<file path="config.mk">
export PLATFORM = sky130hd
export DESIGN_NAME = tci_top
export DESIGN_NICKNAME = d
export VERILOG_FILES = /design/src/tci_edge_detect.v /design/src/tci_status_bits.v /design/src/tci_top.v
export VERILOG_INCLUDE_DIRS = /design/src /design/src/src
export SDC_FILE = /design/constraint.sdc
export NUM_CORES = 1
export LEC_CHECK = 0
export ABC_AREA = 1
export ABC_CLOCK_PERIOD_IN_PS = 2000
export BUFFER_PORTS_ARGS = -buffer_cell sky130_fd_sc_hd__buf_4
export CORE_MARGIN = 5
export CORE_UTILIZATION = 52
export CTS_CLUSTER_SIZE = 12
export DETAILED_ROUTE_END_ITERATION = 16
export GPL_TIMING_DRIVEN = 0
export MAX_ROUTING_LAYER = met4
export PLACE_DENSITY = 0.95
export SLEW_MARGIN = 20
export SYNTH_ARGS = -nofsm -noshare
export SYNTH_HDL_FRONTEND = slang
export SYNTH_SLANG_ARGS = --single-unit
</file>
<file path="constraint.sdc">
create_clock -name aclk -period 2 [get_ports aclk]
set_clock_uncertainty 0.1 [all_clocks]
set_input_delay 0.2 -clock aclk [delete_from_list [all_inputs] [get_ports aclk]]
set_output_delay 0.2 -clock aclk [all_outputs]
set_load 0.005 [all_outputs]
</file>
<file path="src/tci_consts.vh">
// register offsets, field positions and reset values for the timer control block
`ifndef TCI_CONSTS_VH
`define TCI_CONSTS_VH

`define TCI_ADDR_W        8
`define TCI_OFF_CTL       8'h0C
`define TCI_OFF_MASK      8'h18
`define TCI_OFF_RAW       8'h1C
`define TCI_OFF_MIS       8'h20
`define TCI_OFF_CLR       8'h24

`define TCI_CTL_A_EN      0
`define TCI_CTL_A_FREEZE  1
`define TCI_CTL_A_EDGE_LO 2
`define TCI_CTL_A_EDGE_HI 3
`define TCI_CTL_CAL_EN    4
`define TCI_CTL_A_TRIG    5
`define TCI_CTL_A_INV     6
`define TCI_CTL_B_EN      8
`define TCI_CTL_WMASK     32'h0000017F
`define TCI_CTL_RESET     32'h00000000

`define TCI_IRQ_WMASK     32'h0000070F
`define TCI_IRQ_RESET     32'h00000000
`define TCI_IRQ_N         11

`define TCI_EDGE_RISE     2'h0
`define TCI_EDGE_FALL     2'h1
`define TCI_EDGE_BOTH     2'h3

`define TCI_RESP_OKAY     2'h0
`define TCI_RESP_SLVERR   2'h2

`endif

</file>
<file path="src/tci_edge_detect.v">
// capture edge detector for the half a input
`timescale 1ns/1ns
`include "tci_consts.vh"

module tci_edge_detect (
    input  wire       aclk,
    input  wire       aresetn,
    input  wire       enable,
    input  wire [1:0] edge_select,
    input  wire       sample_in,
    output reg        event_pulse
);
    reg sample_r;

    // previous sample and pulse; enable gates the capture logic
    always @(posedge aclk) begin
        if (!aresetn) begin
            sample_r    <= 1'b0;
            event_pulse <= 1'b0;
        end else begin
            sample_r <= sample_in;
            case (edge_select)
                `TCI_EDGE_RISE: event_pulse <= enable & sample_in & ~sample_r;
                `TCI_EDGE_FALL: event_pulse <= enable & ~sample_in & sample_r;
                `TCI_EDGE_BOTH: event_pulse <= enable & (sample_in ^ sample_r);
                default:        event_pulse <= 1'b0; // reserved code never fires
            endcase
        end
    end
endmodule // tci_edge_detect

</file>
<file path="src/tci_status_bits.v">
// sticky event flags with write-one-to-clear, one per source
`timescale 1ns/1ns

module tci_status_bits #(
    parameter N = 11
) (
    input  wire         aclk,
    input  wire         aresetn,
    input  wire [N-1:0] event_in,
    input  wire [N-1:0] clear_in,
    output wire [N-1:0] status
);
    reg [N-1:0] flag_r;
    genvar i;

    // set has priority so an event in the clearing cycle is kept
    generate
        for (i = 0; i < N; i = i + 1) begin : g_flag
            always @(posedge aclk) begin
                if (!aresetn)
                    flag_r[i] <= 1'b0;
                else if (event_in[i])
                    flag_r[i] <= 1'b1;
                else if (clear_in[i])
                    flag_r[i] <= 1'b0;
            end
        end
    endgenerate

    assign status = flag_r;
endmodule // tci_status_bits

</file>
<file path="src/tci_top.v">
// timer control and interrupt registers with AXI4-Lite slave
`timescale 1ns/1ns
`include "tci_consts.vh"

module tci_top #(
    parameter ADDR_W = 8
) (
    input  wire              aclk,
    input  wire              aresetn,
    input  wire [ADDR_W-1:0] s_axi_awaddr,
    input  wire              s_axi_awvalid,
    output wire              s_axi_awready,
    input  wire [31:0]       s_axi_wdata,
    input  wire [3:0]        s_axi_wstrb,
    input  wire              s_axi_wvalid,
    output wire              s_axi_wready,
    output reg  [1:0]        s_axi_bresp,
    output reg               s_axi_bvalid,
    input  wire              s_axi_bready,
    input  wire [ADDR_W-1:0] s_axi_araddr,
    input  wire              s_axi_arvalid,
    output wire              s_axi_arready,
    output reg  [31:0]       s_axi_rdata,
    output reg  [1:0]        s_axi_rresp,
    output reg               s_axi_rvalid,
    input  wire              s_axi_rready,
    input  wire              a_timeout_evt,
    input  wire              a_match_evt,
    input  wire              a_capture_in,
    input  wire              calendar_evt,
    input  wire              b_timeout_evt,
    input  wire              b_match_evt,
    input  wire              b_capture_evt,
    input  wire              a_wave_in,
    input  wire              a_trigger_in,
    input  wire              stall_req,
    output reg               half_a_run,
    output reg               half_b_run,
    output reg               half_a_wave_out,
    output reg               half_a_trigger_out,
    output reg               calendar_count_run,
    output reg               half_a_freeze,
    output wire [1:0]        half_a_edge_select,
    output reg               irq
);
    reg  [31:0]        ctl_r;
    reg  [31:0]        mask_r;
    reg  [ADDR_W-1:0]  awaddr_r;
    reg                aw_have_r;
    reg  [31:0]        wdata_r;
    reg  [3:0]         wstrb_r;
    reg                w_have_r;
    wire [`TCI_IRQ_N-1:0] raw;
    wire [`TCI_IRQ_N-1:0] events;
    reg  [`TCI_IRQ_N-1:0] clear_strobe;
    wire [31:0]        raw_word;
    wire [31:0]        mis_word;
    wire               a_capture_evt;
    wire               do_write;
    wire [31:0]        wbytes;
    wire [31:0]        ctl_nxt;
    wire [31:0]        mask_nxt;

    // channels accept once each until their response is taken
    assign s_axi_awready = ~aw_have_r & ~s_axi_bvalid;
    assign s_axi_wready  = ~w_have_r & ~s_axi_bvalid;
    assign s_axi_arready = ~s_axi_rvalid;
    assign do_write      = aw_have_r & w_have_r & ~s_axi_bvalid;

    // byte lane expansion of the write strobes
    genvar lane;
    generate
        for (lane = 0; lane < 4; lane = lane + 1) begin : g_lane
            assign wbytes[lane*8 +: 8] = {8{wstrb_r[lane]}};
        end
    endgenerate

    // reserved bits are never stored, whatever software writes
    assign ctl_nxt  = (ctl_r & ~(wbytes & `TCI_CTL_WMASK))
                    | (wdata_r & wbytes & `TCI_CTL_WMASK);
    assign mask_nxt = (mask_r & ~(wbytes & `TCI_IRQ_WMASK))
                    | (wdata_r & wbytes & `TCI_IRQ_WMASK);

    // write address and data latches, in either order
    always @(posedge aclk) begin
        if (!aresetn) begin
            aw_have_r <= 1'b0;
            w_have_r  <= 1'b0;
            awaddr_r  <= {ADDR_W{1'b0}};
            wdata_r   <= 32'h00000000;
            wstrb_r   <= 4'h0;
        end else begin
            if (s_axi_awvalid && s_axi_awready) begin
                aw_have_r <= 1'b1;
                awaddr_r  <= s_axi_awaddr;
            end else if (do_write) begin
                aw_have_r <= 1'b0;
            end
            if (s_axi_wvalid && s_axi_wready) begin
                w_have_r <= 1'b1;
                wdata_r  <= s_axi_wdata;
                wstrb_r  <= s_axi_wstrb;
            end else if (do_write) begin
                w_have_r <= 1'b0;
            end
        end
    end

    // write address decode, one hit per mapped word
    wire [7:0]  wr_index;
    wire        wr_hit_ctl;
    wire        wr_hit_mask;
    wire        wr_hit_raw;
    wire        wr_hit_mis;
    wire        wr_hit_clr;
    wire        wr_hit_any;
    wire [31:0] clr_bits;

    assign wr_index    = {2'b00, awaddr_r[7:2]};
    assign wr_hit_ctl  = (wr_index == (`TCI_OFF_CTL  >> 2));
    assign wr_hit_mask = (wr_index == (`TCI_OFF_MASK >> 2));
    assign wr_hit_raw  = (wr_index == (`TCI_OFF_RAW  >> 2));
    assign wr_hit_mis  = (wr_index == (`TCI_OFF_MIS  >> 2));
    assign wr_hit_clr  = (wr_index == (`TCI_OFF_CLR  >> 2));
    // status words are read only but still answer okay
    assign wr_hit_any  = wr_hit_ctl | wr_hit_mask | wr_hit_raw | wr_hit_mis | wr_hit_clr;

    // control register; reserved bits stay zero through the write mask
    always @(posedge aclk) begin
        if (!aresetn) begin
            ctl_r <= `TCI_CTL_RESET;
        end else if (do_write && wr_hit_ctl) begin
            ctl_r <= ctl_nxt;
        end
    end

    // mask register, one enable per source
    always @(posedge aclk) begin
        if (!aresetn) begin
            mask_r <= `TCI_IRQ_RESET;
        end else if (do_write && wr_hit_mask) begin
            mask_r <= mask_nxt;
        end
    end

    // write response; unmapped words get an error and change nothing
    always @(posedge aclk) begin
        if (!aresetn) begin
            s_axi_bvalid <= 1'b0;
            s_axi_bresp  <= `TCI_RESP_OKAY;
        end else if (do_write) begin
            s_axi_bvalid <= 1'b1;
            s_axi_bresp  <= wr_hit_any ? `TCI_RESP_OKAY : `TCI_RESP_SLVERR;
        end else if (s_axi_bvalid && s_axi_bready) begin
            s_axi_bvalid <= 1'b0;
        end
    end

    // one-cycle clear pulse for bits written as one
    assign clr_bits = wdata_r & wbytes & `TCI_IRQ_WMASK;
    always @* begin
        clear_strobe = {`TCI_IRQ_N{1'b0}};
        if (do_write && wr_hit_clr)
            clear_strobe = clr_bits[`TCI_IRQ_N-1:0];
    end

    // capture edge detection for half a, only while it is enabled
    tci_edge_detect u_edge (
        .aclk        (aclk),
        .aresetn     (aresetn),
        .enable      (ctl_r[`TCI_CTL_A_EN]),
        .edge_select (ctl_r[`TCI_CTL_A_EDGE_HI:`TCI_CTL_A_EDGE_LO]),
        .sample_in   (a_capture_in),
        .event_pulse (a_capture_evt)
    );

    // sources sit at the same positions in raw, masked and clear
    assign events = {b_capture_evt, b_match_evt, b_timeout_evt, 4'h0,
                     calendar_evt, a_capture_evt, a_match_evt, a_timeout_evt};

    tci_status_bits #(
        .N (`TCI_IRQ_N)
    ) u_status (
        .aclk     (aclk),
        .aresetn  (aresetn),
        .event_in (events),
        .clear_in (clear_strobe),
        .status   (raw)
    );

    assign raw_word = {{(32-`TCI_IRQ_N){1'b0}}, raw};
    assign mis_word = raw_word & mask_r;

    // read address decode
    wire [7:0]  rd_index;
    reg  [31:0] rdata_nxt;
    reg  [1:0]  rresp_nxt;

    assign rd_index = {2'b00, s_axi_araddr[7:2]};

    // read data mux; the clear word and unmapped words read zero
    always @* begin
        rdata_nxt = 32'h00000000;
        rresp_nxt = `TCI_RESP_OKAY;
        case (rd_index)
            (`TCI_OFF_CTL  >> 2): rdata_nxt = ctl_r;
            (`TCI_OFF_MASK >> 2): rdata_nxt = mask_r;
            (`TCI_OFF_RAW  >> 2): rdata_nxt = raw_word;
            (`TCI_OFF_MIS  >> 2): rdata_nxt = mis_word;
            (`TCI_OFF_CLR  >> 2): rdata_nxt = 32'h00000000;
            default:              rresp_nxt = `TCI_RESP_SLVERR;
        endcase
    end

    // read channel; data stands until the master takes it
    always @(posedge aclk) begin
        if (!aresetn) begin
            s_axi_rvalid <= 1'b0;
            s_axi_rdata  <= 32'h00000000;
            s_axi_rresp  <= `TCI_RESP_OKAY;
        end else if (s_axi_arvalid && s_axi_arready) begin
            s_axi_rvalid <= 1'b1;
            s_axi_rdata  <= rdata_nxt;
            s_axi_rresp  <= rresp_nxt;
        end else if (s_axi_rvalid && s_axi_rready) begin
            s_axi_rvalid <= 1'b0;
        end
    end

    // half a run level, one cycle behind its control bit
    always @(posedge aclk) begin
        if (!aresetn) begin
            half_a_run <= 1'b0;
        end else begin
            half_a_run <= ctl_r[`TCI_CTL_A_EN];
        end
    end

    // half b run level
    always @(posedge aclk) begin
        if (!aresetn) begin
            half_b_run <= 1'b0;
        end else begin
            half_b_run <= ctl_r[`TCI_CTL_B_EN];
        end
    end

    // calendar count enable
    always @(posedge aclk) begin
        if (!aresetn) begin
            calendar_count_run <= 1'b0;
        end else begin
            calendar_count_run <= ctl_r[`TCI_CTL_CAL_EN];
        end
    end

    // waveform level, registered so it cannot glitch on a control write
    always @(posedge aclk) begin
        if (!aresetn) begin
            half_a_wave_out <= 1'b0;
        end else begin
            half_a_wave_out <= a_wave_in ^ ctl_r[`TCI_CTL_A_INV];
        end
    end

    // converter trigger, gated by its enable
    always @(posedge aclk) begin
        if (!aresetn) begin
            half_a_trigger_out <= 1'b0;
        end else begin
            half_a_trigger_out <= a_trigger_in & ctl_r[`TCI_CTL_A_TRIG];
        end
    end

    // freeze follows a stall request only when permitted
    always @(posedge aclk) begin
        if (!aresetn) begin
            half_a_freeze <= 1'b0;
        end else begin
            half_a_freeze <= stall_req & ctl_r[`TCI_CTL_A_FREEZE];
        end
    end

    // level interrupt; one flop keeps the pin free of decode glitches
    always @(posedge aclk) begin
        if (!aresetn) begin
            irq <= 1'b0;
        end else begin
            irq <= |mis_word;
        end
    end

    assign half_a_edge_select = ctl_r[`TCI_CTL_A_EDGE_HI:`TCI_CTL_A_EDGE_LO];
endmodule // tci_top

</file>
# ---- Word-level counts from Yosys, hierarchy flattened
# Cells that the tools add are included.
dict set report op_classes {
  n_reduce_logical 22
  div 0
  muxes 26
  n_addsub 0
  n_lt_le_gt_ge 0
  eq_ne 12
  bitwise_logic 31
  shifts 0
  n_mul 0
}
# cell count
set ops {}
lappend ops {{case mux 32 bit (4 select lines)} 1}
lappend ops {{AND 32 bit} 2}
lappend ops {{AND 11 x 32 -> 32 bit} 1}
lappend ops {{inverter 11 -> 32 bit} 1}
lappend ops {{inverter 9 -> 32 bit} 1}
lappend ops {{bitwise OR 32 x 11 -> 32 bit} 1}
lappend ops {{bitwise OR 32 x 9 -> 32 bit} 1}
lappend ops {{OR reduction 32 bit} 1}
lappend ops {{equality test 6 x 3 -> 1 bit, second input constant} 4}
lappend ops {{equality test 6 x 4 -> 1 bit, second input constant} 4}
lappend ops {{nonzero test 2 bit} 11}
lappend ops {{2-to-1 mux 1 bit} 21}
lappend ops {{equality test 6 x 2 -> 1 bit, second input constant} 2}
lappend ops {{AND 1 bit} 11}
lappend ops {{AND 11 bit} 1}
lappend ops {{2-to-1 mux 11 bit} 1}
lappend ops {{logical AND 1 bit} 8}
lappend ops {{inverter 1 bit} 6}
lappend ops {{OR reduction 5 bit} 1}
lappend ops {{2-to-1 mux 2 bit} 2}
lappend ops {{bitwise OR 1 bit} 4}
lappend ops {{case mux 1 bit (3 select lines)} 1}
lappend ops {{equality test 2 x 1 -> 1 bit, second input constant} 1}
lappend ops {{equality test 2 bit, second input constant} 1}
lappend ops {{2 further kinds} 3}
dict set report word_totals {
  input_bits 69
  memories 0
  word_cells 119
  ff_bits 141
  romBits 0
  latchBits 0
  mem_bits_rw 0
}

# ---- Logic depth before layout (Yosys ltp)
dict set report logic_depth {
  depth_word 6
  mapped_depth 8
}

# ---- By module
# Synthesis repeated with hierarchy kept, for this count alone.
dict set report unflattened {
  cells_unflattened 453
  hier_area_um2 3263.1
}
# mod area_each_um2 cells_per_inst instances seq_area_each_um2
set modules_own_cells {}
lappend modules_own_cells {tci_top 2707.6 378 1 1141.1}
lappend modules_own_cells {tci_status_bits 451.7 57 1 220.2}
lappend modules_own_cells {tci_edge_detect 103.8 18 1 40.0}

# ---- Worst setup path after synthesis
# OpenSTA, ideal clock, no wires.
dict set report synth_timing {
  kind {reg2reg}
  startpoint {register awaddr_r[7]}
  endpoint {register with a tool-made name}
  path_buffers 0
  path_slack_ns 0.700
  arrival_time_ns 1.067
  synth_period_minus_slack_ns 1.300
  setup_time_ns 0.132
  stages_incl_launch_ff 7
  required_time_ns 1.768
  cell_sequence {dfxtp_1 -> nor2_4 -> nand3_2 -> nor3_4 -> nand3_1 -> nand2_1 -> a21oi_1}
}
# element line_no
set synth_lines {}
lappend synth_lines {{from (decl)} tci_top.v:48} ;# reg [ADDR_W-1:0] awaddr_r;
lappend synth_lines {{from (signal assigned)} tci_top.v:89} ;# awaddr_r <= {ADDR_W{1'b0}};
lappend synth_lines {{from (signal assigned)} tci_top.v:95} ;# awaddr_r <= s_axi_awaddr;

==> metrics <==
port bufs 66; final setup TNS 0 ns; Final Util 0.711; # fillers 459; Die Wd 85.4 um; HP Start s_axi_wdata[3]; number of synthesized flops with an enable pin 0; Initial DRT Pass Iterations 5; via/cell ratio 5.21; unrepaired setup endpoints after global routing false; Post-synth top flop dfxtp_1; CTS tree yes; arrival time worst endpoint 1.66 ns; CP Capture Type flip-flop; Core ar. 5510 um^2; grt ovf 0; failing checks negative hold slack; type of origin of the critical path flip-flop; Layout Nets 577; Rows 27; Final period util 0.776; pwr/cell area 757 nW/um^2; DR vias 3049; Mean Syn Cell Area 7.37 um^2; Clock Path Buffers 2; vias in the first global route 3004; crit path max fanout 9; Static Leakage 1.86 nW; pins over their slew limit 0; clk slew on worst S/H paths 0.07 ns; clk root buf clkbuf_8; Post-Synthesis Cells 401; Worst Hold Path EP wdata_r[3]; Die Height 85.4 um; post-synthesis register bit count 65; Reg2Reg Depth 6; Synth Area in Adders 0; largest family of logic cells by synthesized area simple AND/OR/NAND/NOR gates; Ys Warns 0; per-cell routed wire length 13.7 um; H-tree levels 3; gp weighted congestion 0.884; type of the tightest min-delay check in2reg; Netlist Area Pre-Place 2960 um^2; slew of the pin with the lowest slew margin 0.590 ns; Post-synth ARST share 0; CTS sink cnt 65; met1 WL 3230 um; met3 routed WL 654 um; DP HPWL 6080 um; VDD IR-drop max 0.000539 V; Reg2Reg Setup Slack 0.45 ns; die area 7290 um^2; hold path depth 3; first-pass GRT wire length 13400 um; Yosys cell types 27; TritonCTS Buffers 9; DR top layer met4; initial antenna violation count 0; largest net degree at the start of global routing 12; share of cells above drive strength 1 0.251; worst skew pair latency 0.35 ns; Post-DRT Antenna Nets 0; wire length on met2 3900 um; min Tclk post-route 1.55 ns; Seq/Total Area, Yosys 0.440; status complete, but fails checks; multiplexer share of the synthesized area 0; max-cap violations 0; ant diodes 0; GRT Util Overall 0.237; DRT iter0 DRCs 260; Synth Area in Simple Gates 0.282; Worst slew margin 0.607; RR Startpoint awaddr_r[7]; # setup viols final 0; Max Freq 0.645 GHz; Post-route DRC 0; I/O pin count 119; area added between synthesis and finish 32.4%; Synth Area in Compound Gates 0.136; hold slack -0.00151 ns; WL final 8040 um; XOR/XNOR Fraction of Synth Area 0.00296; CP Data Required Time 2.11 ns; initial core utilization 0.537; count of final hold-check violations 1; critical path class reg2reg
==> final cells by class <==
type	count	area, um^2	share of cell area
inverters	38	148	0.0377
plain buffers	40	259	0.0662
clock inverters	4	50.0	0.0128
multi-input cells	281	1330	0.341
well taps	72	90.1	0.0230
clock buffers	12	165	0.0422
repair buffers	73	566	0.145
flip-flops and latches	65	1300	0.333
==> worst max-delay path, cell delays in order, from the launching register on <==
cell,delay [ns]
dfxtp_1,0.33
nor2_4,0.17
nand3_2,0.10
nor3_4,0.34
nand3_1,0.20
nand2_1,0.10
a21oi_1,0.06
==> synthesized netlist by cell type, drive strengths merged (4+ instances only) <==
master / number / area share
a21oi: 42 / 0.071
buf: 33 / 0.079
clkbuf: 7 / 0.0089
dfxtp: 65 / 0.44
inv: 37 / 0.047
nand2: 73 / 0.094
nand3: 34 / 0.061
nand4: 21 / 0.044
nor2: 45 / 0.070
nor3: 4 / 0.011
o21ai: 31 / 0.052
==> through the flow <==
step	cell area [um^2]	instances	hold slack [ns]	total power [W]	worst slack [ns]
detailed placement	3630	562	0.305	0.00178	0.481
global placement	3630	562	0.301	0.00177	0.547
floorplan	3040	424	0.193	0.00163	0.700
global route	3910	585	0.0112	0.00308	0.293
CTS	3910	585	0.000752	0.00296	0.469
finish	3910	585	-0.00151	0.00296	0.449
==> per-layer routing <==
metal,global-route usage,up-vias
met5,-,-
met4,0.119,0
met3,0.0544,28
met2,0.391,147
met1,0.269,1384
li1,-,1490
==> worst max-delay path by stage <==
stage                      startpoint   endpoint  slack (ns)  cells after the start
final                     awaddr_r[7]  flip-flop        0.45                      6
after global routing      awaddr_r[7]  flip-flop        0.29                      6
after CTS                 awaddr_r[7]  flip-flop        0.47                      6
after detailed placement  awaddr_r[7]  flip-flop        0.48                      6
after global placement    awaddr_r[7]  flip-flop        0.55                      6
after floorplan           awaddr_r[7]  flip-flop        0.70                      6
==> logic make-up after synthesis <==
logic type | count (synthesis)
xor gates and xnor gates | 1
AOI/OAI and AO/OA | 78
buffers and inverters | 78
and+or+nand+nor | 178
other | 1
DFF | 65
==> where the power goes <==
group,internal [W],switching [W]
registers,0.00135,0.0000483
logic,0.000171,0.000201
clock network,0.000675,0.000514
total,0.00220,0.000763
==> placed cells by master, fill, tap and decap left out, types with 2 or more instances in the layout <==
cell	n
a21oi_1	42
buf_2	6
buf_4	93
clkbuf_1	7
clkbuf_8	12
clkinvlp_4	2
conb_1	24
dfxtp_1	65
dlygate4sd3_1	7
inv_1	35
inv_2	2
nand2_1	72
nand3_1	32
nand3_2	2
nand4_1	21
nor2_1	38
nor2_2	3
nor2_4	4
nor3_1	3
o21ai_0	31
==> timing repair <==
item                                   4_1_cts  5_1_grt
endpoints found under the hold margin        7        0
hold buffers                                 7        0
setup endpoints to repair                    0        0
gates resized for setup                      0        0
buffers inserted                             0        0
Power figures use the tool's default switching activity.
